### config.mk
export PLATFORM = sky130hd
export DESIGN_NAME = rie_top
export DESIGN_NICKNAME = d
export VERILOG_FILES = /design/src/rie_pkg.sv /design/src/rie_move_if.sv /design/src/rie_wake.sv /design/src/rie_top.sv
export SDC_FILE = /design/constraint.sdc
export NUM_CORES = 1
export LEC_CHECK = 0
export ABC_AREA = 1
export ABC_CLOCK_PERIOD_IN_PS = 26400
export CAP_MARGIN = 20
export CORE_MARGIN = 2
export CORE_UTILIZATION = 30
export DETAILED_ROUTE_END_ITERATION = 8
export DONT_BUFFER_PORTS = 1
export PLACE_DENSITY_LB_ADDON = 0.08
export SYNTH_ARGS = -nofsm -noshare
export SYNTH_HDL_FRONTEND = slang
export SYNTH_HIERARCHICAL = 1
export SYNTH_SLANG_ARGS = --single-unit
### constraint.sdc
create_clock -name CORE_CLK -period 26.4 [get_ports CORE_CLK]
set_input_delay 2.64 -clock CORE_CLK [delete_from_list [all_inputs] [get_ports CORE_CLK]]
set_output_delay 2.64 -clock CORE_CLK [all_outputs]
set_load 0.01 [all_outputs]
### src/rie_pkg.sv
/*
 Shared constants for the rotary interval and wake-event logic:
 register offsets, field positions, reset values and angle figures.
 Assumes every user references names as rie_pkg::name.
*/
package rie_pkg;
   // Register offsets on the 8-bit register port
   localparam logic [7:0] ADDR_FLAGS = 8'h14;
   localparam logic [7:0] ADDR_INDEX = 8'h18;
   localparam logic [7:0] ADDR_ROT = 8'h70;
   localparam logic [7:0] ADDR_PRELOAD = 8'h7C;
   localparam logic [7:0] ADDR_DIVIDER = 8'h7D;
   localparam logic [7:0] ADDR_OFS_LO = 8'h7E;
   localparam logic [7:0] ADDR_OFS_HI = 8'h7F;
   localparam logic [7:0] ADDR_MOVE = 8'h8F;
   localparam logic [7:0] ADDR_SYS = 8'hD0;
   localparam logic [7:0] ADDR_STREAM = 8'hD9;
   // Rotation settings fields
   localparam int unsigned ROT_TOUCH_BIT = 0;
   localparam int unsigned ROT_INT_DIS_BIT = 3;
   localparam int unsigned ROT_WHEEL_DIS_BIT = 4;
   localparam int unsigned ROT_ZERO_BIT = 5;
   localparam int unsigned ROT_INT_UI_DIS_BIT = 6;
   // System and stream settings fields
   localparam int unsigned SYS_EVENT_BIT = 5;
   localparam int unsigned STREAM_BIT = 5;
   // Movement flag fields
   localparam int unsigned FLAG_MOVE_BIT = 7;
   localparam int unsigned FLAG_DIR_BIT = 6;
   // Wake preload fields: timer in the top five bits, threshold below
   localparam int unsigned PRE_TIMER_LSB = 3;
   localparam int unsigned PRE_THR_MSB = 2;
   // Reset values
   localparam logic [7:0] ROT_RESET = 8'h14;
   localparam logic [7:0] PRELOAD_RESET = 8'hF9;
   localparam logic [7:0] DIVIDER_RESET = 8'h03;
   localparam logic [15:0] OFFSET_RESET = 16'h0000;
   // Angle figures in degrees
   localparam logic [7:0] DIV_MIN = 8'h03;
   localparam logic [7:0] DIV_MAX = 8'hB4;
   localparam logic [10:0] FULL_TURN = 11'h168;
   localparam logic [10:0] TWO_TURN = 11'h2D0;
   localparam logic [15:0] OFFSET_MAX = 16'h0168;
   localparam logic signed [10:0] HALF_TURN = 11'sh0B4;
   localparam logic [7:0] HYST_DEG = 8'h01;
   // Timer value loaded once the wheel is awake
   localparam logic [4:0] WAKE_RELOAD = 5'h1F;
endpackage

### src/rie_move_if.sv
/*
 Interface between the interval core and the movement wake unit.
 Assumes both ends share CORE_CLK; no clocking block is used.
*/
`timescale 1ns/1ps
`default_nettype none
interface rie_move_if;
   logic sample;        // One sensing cycle completed
   logic [7:0] mag;     // Degrees moved this cycle
   logic dir;           // Direction of this cycle's move
   logic [4:0] preload; // Timer preload field
   logic [2:0] thr;     // Counter threshold field
   logic hit;           // Counter beat the timer, one cycle
   logic flag;          // Movement flag
   logic flag_dir;      // Direction flag
   logic [4:0] timer;   // Live timer
   // Core end drives the sample
   modport core (output sample, mag, dir, preload, thr,
                 input hit, flag, flag_dir, timer);
   // Wake unit end
   modport wake (input sample, mag, dir, preload, thr,
                 output hit, flag, flag_dir, timer);
endinterface
`default_nettype wire

### src/rie_wake.sv
/*
 Movement wake unit: accumulates degrees moved and counts a timer
 down once per sensing cycle. Assumes samples are one-cycle pulses.
*/
`timescale 1ns/1ps
`default_nettype none
module rie_wake (
   // Clock and reset
   input wire logic clk,
   input wire logic rst_n,
   // Link to the interval core
   rie_move_if.wake mv
);
   // All state of the unit
   typedef struct packed {
      logic [7:0] count;
      logic [4:0] timer;
      logic hit;
      logic flag;
      logic flag_dir;
   } rie_wake_type;

   rie_wake_type st;
   rie_wake_type next_st;
   logic [8:0] sum;     // Counter plus this move
   logic reached;       // Threshold met this cycle

   assign sum = 9'(st.count) + 9'(mv.mag);
   assign reached = (sum >= 9'(mv.thr)) && (sum != 9'h000);

   // Next state per sensing cycle
   always_comb begin
      next_st = st;
      next_st.hit = 1'b0;
      if (mv.sample) begin
         next_st.flag = 1'b0;
         if (reached && (mv.preload == 5'h00 || st.timer != 5'h00)) begin
            next_st.hit = 1'b1;
            next_st.flag = 1'b1;
            next_st.flag_dir = mv.dir;
            next_st.count = 8'h00;
            next_st.timer = mv.preload;
         end else if (mv.preload != 5'h00 && st.timer == 5'h00) begin
            // Window ran out: restart without waking
            next_st.count = 8'h00;
            next_st.timer = mv.preload;
         end else begin
            // Saturate so a long slow turn cannot wrap
            next_st.count = sum[8] ? 8'hFF : sum[7:0];
            next_st.timer = (st.timer != 5'h00) ? st.timer - 5'h01 : 5'h00;
         end
      end
   end

   // State register
   always_ff @(posedge clk or negedge rst_n) begin
      if (!rst_n) begin
         st <= '0;
      end else begin
         st <= next_st;
      end
   end

   assign mv.hit = st.hit;
   assign mv.flag = st.flag;
   assign mv.flag_dir = st.flag_dir;
   assign mv.timer = st.timer;
endmodule // rie_wake
`default_nettype wire

### src/rie_top.sv
/*
 Interval and wake-event logic of a magnetic rotary angle sensor.
 Assumes a filtered angle 0..359 with a one-cycle sample pulse per
 sensing cycle, and a register port driven by a synchronous master.
*/
// Our own choice: the strobed register port.
// Overview of operation
// - Interval size 3..180 degrees, default 3
// - Index register steps once per boundary crossing
// - Index change raises an interval event
// - Zero bit zeroes angle, then clears itself
// - Rotation bit 3 disables interval events
// - Offset 0..360 added before boundaries
// - One degree hysteresis in rotation direction
// - Wake if counter beats preload timer
// - Threshold sets movement event and flags
// - Zero preload wakes on threshold; reload 31
// - Touch source: wake, ready while touched
// - Interval source: wake and ready on change
// - Interval plus wheel selects wheel events
// - Wheel source also readies in low power
// - Stream bit streams in normal mode only
// - No source selected, no wheel events
// - Event mode readies only on events, unless the stream bit is set in normal power
// - Streaming mode readies every sensing cycle
// - Angle input is filtered 0..359 degrees
`timescale 1ns/1ps
`default_nettype none
module rie_top (
   // Clock and reset
   input wire logic CORE_CLK,
   input wire logic RSTN,
   // Register port
   input wire logic [7:0] REG_ADDR,
   input wire logic [7:0] REG_WDATA,
   input wire logic REG_WR,
   input wire logic REG_RD,
   output logic [7:0] REG_RDATA,
   // Sensing inputs
   input wire logic [15:0] ANGLE,
   input wire logic SAMPLE,
   input wire logic TOUCH,
   input wire logic LOW_POWER,
   // Event outputs
   output logic READY,
   output logic WAKE_REQ
);
   // All state of the core
   typedef struct packed {
      logic [7:0] index;
      logic [7:0] zone;
      logic [7:0] rot;
      logic [7:0] preload;
      logic [7:0] divider;
      logic [15:0] offset;
      logic [8:0] zero_ref;
      logic [8:0] last;
      logic event_mode;
      logic stream;
      logic int_pend;
      logic samp_d;
      logic ready;
      logic wake;
      logic [7:0] rdata;
   } rie_core_type;

   rie_core_type st;
   rie_core_type next_st;
   rie_move_if mv ();

   logic [7:0] size;         // Clamped interval size
   logic [8:0] ang;          // Angle in degrees
   logic [8:0] ofs;          // Clamped offset
   logic [10:0] rel;         // Angle after zero and offset
   logic [10:0] adj11;       // Reduced to one turn
   logic [8:0] adj;          // Adjusted angle 0..359
   logic [7:0] raw;          // Zone before hysteresis
   logic [7:0] nint;         // Zones per turn
   logic [15:0] prod;        // Start angle of raw zone
   logic [7:0] resid;        // Degrees past raw zone start
   logic [7:0] fwd;          // Forward zone distance
   logic step_up;
   logic step_dn;
   logic signed [10:0] dlt_raw;
   logic signed [10:0] dlt;  // Move, wrapped to half a turn
   logic src_touch;
   logic src_wheel;
   logic src_int;
   logic any_src;
   logic ev;
   logic wr_index;           // Host writes the index

   assign size = (st.divider < rie_pkg::DIV_MIN) ? rie_pkg::DIV_MIN :
                 (st.divider > rie_pkg::DIV_MAX) ? rie_pkg::DIV_MAX : st.divider;
   assign ang = ANGLE[8:0];
   assign ofs = (st.offset > rie_pkg::OFFSET_MAX) ?
                rie_pkg::OFFSET_MAX[8:0] : st.offset[8:0];

   // Adjusted angle and raw zone
   always_comb begin
      rel = 11'(ang) + rie_pkg::FULL_TURN - 11'(st.zero_ref) + 11'(ofs);
      // Always below three turns above zero, so two steps suffice
      if (rel >= rie_pkg::TWO_TURN) begin
         adj11 = rel - rie_pkg::TWO_TURN;
      end else if (rel >= rie_pkg::FULL_TURN) begin
         adj11 = rel - rie_pkg::FULL_TURN;
      end else begin
         adj11 = rel;
      end
      adj = adj11[8:0];
      raw = 8'(adj / 9'(size));
      nint = 8'((rie_pkg::FULL_TURN + 11'(size) - 11'h001) / 11'(size));
      prod = 16'(raw) * 16'(size);
      resid = 8'(16'(adj) - prod);
   end

   // Direction toward the raw zone, shortest way round
   always_comb begin
      fwd = (raw >= st.zone) ? raw - st.zone : 8'(raw + nint - st.zone);
      // up only one degree past boundary
      step_up = (fwd != 8'h00) && (fwd <= (nint >> 1))
                && ((fwd != 8'h01) || (resid >= rie_pkg::HYST_DEG));
      // Down needs the angle below the boundary, i.e. one degree under
      step_dn = (fwd != 8'h00) && (fwd > (nint >> 1));
   end

   // Per-cycle movement, wrapped so 359 to 0 counts as one degree
   always_comb begin
      dlt_raw = $signed(11'(ang)) - $signed(11'(st.last));
      if (dlt_raw > rie_pkg::HALF_TURN) begin
         dlt = dlt_raw - $signed(rie_pkg::FULL_TURN);
      end else if (dlt_raw < -rie_pkg::HALF_TURN) begin
         dlt = dlt_raw + $signed(rie_pkg::FULL_TURN);
      end else begin
         dlt = dlt_raw;
      end
   end

   // Event source selection
   always_comb begin
      src_touch = st.rot[rie_pkg::ROT_TOUCH_BIT];
      src_wheel = !src_touch && !st.rot[rie_pkg::ROT_WHEEL_DIS_BIT];
      src_int = !src_touch && !src_wheel && !st.rot[rie_pkg::ROT_INT_DIS_BIT];
      any_src = src_touch || src_wheel || src_int;
      ev = src_touch ? TOUCH : src_wheel ? mv.hit : src_int ? st.int_pend : 1'b0;
   end

   assign wr_index = REG_WR && (REG_ADDR == rie_pkg::ADDR_INDEX);

   // Move unit inputs
   assign mv.sample = SAMPLE;
   assign mv.mag = dlt[10] ? 8'(-dlt) : 8'(dlt);
   assign mv.dir = dlt[10];
   assign mv.preload = st.preload[7:rie_pkg::PRE_TIMER_LSB];
   assign mv.thr = st.preload[rie_pkg::PRE_THR_MSB:0];

   // Next state of the core
   always_comb begin
      next_st = st;
      next_st.ready = 1'b0;
      next_st.wake = 1'b0;
      next_st.rdata = 8'h00;
      next_st.samp_d = SAMPLE;
      if (SAMPLE) begin
         next_st.last = ang;
      end
      // Stale zone after a size change: resync without stepping
      if (st.zone >= nint) begin
         next_st.zone = raw;
      end else if (SAMPLE && !st.rot[rie_pkg::ROT_INT_UI_DIS_BIT]) begin
         if (step_up) begin
            next_st.zone = (st.zone == nint - 8'h01) ? 8'h00 : st.zone + 8'h01;
            next_st.index = st.index + 8'h01;
         end else if (step_dn) begin
            next_st.zone = (st.zone == 8'h00) ? nint - 8'h01 : st.zone - 8'h01;
            next_st.index = st.index - 8'h01;
         end
      end
      if (st.rot[rie_pkg::ROT_ZERO_BIT]) begin
         next_st.zero_ref = ang;
         next_st.zone = 8'h00;
         next_st.index = 8'h00;
         next_st.rot[rie_pkg::ROT_ZERO_BIT] = 1'b0;
      end
      // Ready and wake decision once the move unit has answered
      if (st.samp_d) begin
         if (!st.event_mode) begin
            next_st.ready = 1'b1;
         end else if (LOW_POWER) begin
            next_st.ready = src_wheel && mv.hit;
            next_st.wake = ev;
         end else begin
            next_st.ready = (st.stream && any_src) || ev;
         end
         if (mv.hit && mv.preload == 5'h00) begin
            next_st.preload[7:rie_pkg::PRE_TIMER_LSB] = rie_pkg::WAKE_RELOAD;
         end
      end
      // Register writes win over the hardware for that register
      if (REG_WR) begin
         case (REG_ADDR)
            rie_pkg::ADDR_INDEX: next_st.index = REG_WDATA;
            rie_pkg::ADDR_ROT: next_st.rot = REG_WDATA;
            rie_pkg::ADDR_PRELOAD: next_st.preload = REG_WDATA;
            rie_pkg::ADDR_DIVIDER: next_st.divider = REG_WDATA;
            rie_pkg::ADDR_OFS_LO: next_st.offset[7:0] = REG_WDATA;
            rie_pkg::ADDR_OFS_HI: next_st.offset[15:8] = REG_WDATA;
            rie_pkg::ADDR_SYS: next_st.event_mode = REG_WDATA[rie_pkg::SYS_EVENT_BIT];
            rie_pkg::ADDR_STREAM: next_st.stream = REG_WDATA[rie_pkg::STREAM_BIT];
            default: next_st.index = next_st.index;
         endcase
      end
      // event on index change; set beats the consuming clear
      next_st.int_pend = (st.int_pend && !st.samp_d)
                         || (next_st.index != st.index);
      // Read data stand for exactly one cycle; unmapped reads give zero
      if (REG_RD) begin
         case (REG_ADDR)
            rie_pkg::ADDR_FLAGS: begin
               next_st.rdata[rie_pkg::FLAG_MOVE_BIT] = mv.flag;
               next_st.rdata[rie_pkg::FLAG_DIR_BIT] = mv.flag_dir;
            end
            rie_pkg::ADDR_INDEX: next_st.rdata = st.index;
            rie_pkg::ADDR_ROT: next_st.rdata = st.rot;
            rie_pkg::ADDR_PRELOAD: next_st.rdata = st.preload;
            rie_pkg::ADDR_DIVIDER: next_st.rdata = st.divider;
            rie_pkg::ADDR_OFS_LO: next_st.rdata = st.offset[7:0];
            rie_pkg::ADDR_OFS_HI: next_st.rdata = st.offset[15:8];
            rie_pkg::ADDR_MOVE: next_st.rdata = 8'(mv.timer);
            rie_pkg::ADDR_SYS: next_st.rdata[rie_pkg::SYS_EVENT_BIT] = st.event_mode;
            rie_pkg::ADDR_STREAM: next_st.rdata[rie_pkg::STREAM_BIT] = st.stream;
            default: next_st.rdata = 8'h00;
         endcase
      end
   end

   // State register with constant reset values
   always_ff @(posedge CORE_CLK or negedge RSTN) begin
      if (!RSTN) begin
         st <= '0;
         st.rot <= rie_pkg::ROT_RESET;
         st.preload <= rie_pkg::PRELOAD_RESET;
         st.divider <= rie_pkg::DIVIDER_RESET;
         st.offset <= rie_pkg::OFFSET_RESET;
      end else begin
         st <= next_st;
      end
   end

   // Movement counter and timer
   rie_wake u_wake (
      .clk(CORE_CLK),
      .rst_n(RSTN),
      .mv(mv)
   );

   // Outputs straight from the state register
   assign REG_RDATA = st.rdata;
   assign READY = st.ready;
   assign WAKE_REQ = st.wake;
endmodule // rie_top
`default_nettype wire

==> impl_metrics.toml <==
[outcome]
status = "complete, no violations"

[critical_path]
cp_slowest_cell = "a21oi_1"
cpMostUsedCell = "nand2_1"
required_ps = 26660
cp.arrival_ps = 24080
r2r_cells = 134
crit_path_max_fanout = 17
path_class = "in2reg"
cp-end-kind = "flip-flop"
crit_path_start_kind = "input pin"
cp_slowest_stage_delay_ps = 700

[synth]
synth_top_area_cell = "ha_1"
synthesis.nets = 2681
synth_top_area_share_pct = 16.6
avgSynthCellArea_um2 = 6.69
syn-instance-count = 2394
synth_edf_count = 0
synth_compound_area_share_pct = 14.7
netlist_area_um2 = 16000
ys_types = 72
synth_ff_type = "dfrtp_1"
ys_ff_latch = 104
postSynth.asyncResetShare_pct = 100
yosysWarnings = 6
synthAdderAreaFrac_pct = 21.0
yosys-top-cells-area = "ha_1 17%, dfrtp_1 15%, nand2_1 15%"
synthMuxAreaShare_pct = 0.187
synth_top_family_by_area = "simple AND/OR/NAND/NOR gates"
synth_most_common_cell = "nand2_1"
synthSimpleGateAreaFrac_pct = 30.6
synth_xor_area_share_pct = 6.20
seq_area_frac_synth_pct = 16.3
ys_top_cells_by_count = "624 x nand2_1, 371 x inv_1, 213 x ha_1"

[sta]
whs_ps = 492
finalClockSkew_ps = 13.1
slew_violations = 0
fin_crit_ps = 23830
tightestPinTransition_ps = 926
setup_slack_ps = 2570
timing.final.crit_share_pct = 90.3
hold_violations = 0
slew-limit-headroom_pct = 37.8
setup_viol = 0
max_clock_freq_mhz = 42.0

[routing]
drc = 0
via_count = 14800
first_pass_iters = 5
first_iter_violations = 795
antenna_left = 0
viasPerCell = 4.82
wl_mm = 49.0
detail_route.wl_per_cell_um = 16.0

[die]
fp.dieH_um = 235
start_util_pct = 30.4
coreArea_um2 = 52700
die_area_um2 = 55300
rows = 84
die_w_um = 235
pin_count = 49

[grt]
grt_overflow_total = 0
grt_pass1_vias = 14500
grt_pass1_wl_mm = 79.3
grt_max_degree = 105
gr-usage-all-layers_pct = 17.8
antenna_found_initial = 0

[clock_tree]
clock_sinks = 104
cts-root-buf = "clkbuf_16"
cts_made_buffers = 9
clockBufferDepth = 2
path_clk_slew_ps = 80
h-tree-depth = 3
ctsHoldBuffers = 0
clock_latency_ps = 380
cts_tree = "built"

[finish]
diodes = 0
final.fill_count = 5832
drive_above_1_share_pct = 6.43
syn_to_final_growth_pct = 6.38
nNetsFinal = 2663

[flow_run]
drv_cap = 0

[placement]
dp_hpwl_mm = 38.7
port-buffer-count = 0
place_congestion = 0.808
pre_cts_slack_ps = 1920

[worst_hold_path]
hold_path.class = "reg2reg"
min_path_cells = 2
[routing by layer]
metal | vias up | wire length [um] | global-route usage, %
met5 | - | 0 | 0
met4 | 0 | 697 | 3.57
met3 | 34 | 1490 | 2.09
met2 | 177 | 23400 | 31.0
met1 | 6844 | 23500 | 23.7
li1 | 7747 | - | -
[sequential cells by signal, summed over array words and instances (netlist names)]
signal              cells
REG_RDATA               8
WAKE_REQ                1
u_wake/mv.hit           1
st                     69
src_touch               1
mv.preload              5
mv.thr                  3
u_wake/mv.flag          1
u_wake/st               8
READY                   1
u_wake/mv.timer         5
u_wake/mv.flag_dir      1
[placed cells by master, fill, tap and decap left out, types with 24 or more instances in the layout]
cell type	netlist	layout
nor2_1	151	151
o21ai_0	167	167
nand4_1	33	33
fa_1	35	35
nor3_1	33	33
nand2_1	624	624
inv_1	371	371
nand3_1	131	131
xnor2_1	31	31
dfrtp_1	94	94
nand2_2	24	24
a21oi_1	100	100
ha_1	213	213
xor2_1	78	78
[path summary, 6_finish.rpt]
path	startpoint	to	slack, ps
worst max-delay path	ANGLE[1]	st[11]$_DFF_PN0_	2570
worst min-delay path	st[32]$_DFFE_PN0P_	st[32]$_DFFE_PN0P_	490
worst max register to register	st[55]$_DFFE_PN0P_	st[11]$_DFF_PN0_	2580
worst min register to register	st[32]$_DFFE_PN0P_	st[32]$_DFFE_PN0P_	490
max in group asynchronous	RSTN	mv.thr[0]$_DFFE_PN1P_	24200
min in group asynchronous	RSTN	st[86]$_DFF_PN0_	1950
[cell type report]
class                           count  area, um^2  area share, %
Clock buffer                        9         225           1.32
Sequential cell                   104        2620           15.3
Tap cell                          688         861           5.05
Multi-Input combinational cell   1851       11700           68.5
Inverter                          394        1490           8.74
Clock inverter                      7        62.6          0.367
Timing Repair Buffer               16         120          0.705
[what timing repair did]
| action | CTS | global route |
|---|---|---|
| gates resized for setup | 0 | 2 |
| endpoints found under the setup margin | 0 | 11 |
| hold endpoints to repair | 0 | 0 |
| buffers inserted | 0 | 0 |
[stage by stage]
stage	setup TNS, ps	utilization [%]	instances	area (um^2)
after CTS	0	32.3	3069	17000
after global routing	-8.44	32.4	3069	17000
after detailed placement	0	31.8	3053	16700
final	0	32.4	3069	17000
after global placement	0	31.8	3053	16700
after floorplan	0	-	2394	16000
[worst max-delay path: cells and delay by family]
kind,cells,cell delay (ps)
AO/OA/AOI/OAI,27,5180
XOR/XNOR,1,230
adder cells (fa/ha/maj),18,5800
buffers and inverters,24,3610
AND/OR/NAND/NOR,56,6540
[kinds of logic after synthesis]
kind of cell / count (synthesis)
xor gates and xnor gates: 111
AOI/OAI and AO/OA: 397
other: 1
buffers and inverters: 439
adders and majority gates: 248
DFF: 104
muxes: 3
and+or+nand+nor: 1091
Power is left out: the tool's default activity adds up to more than one toggle a clock period on the data nets, which glitch-free logic cannot reach.
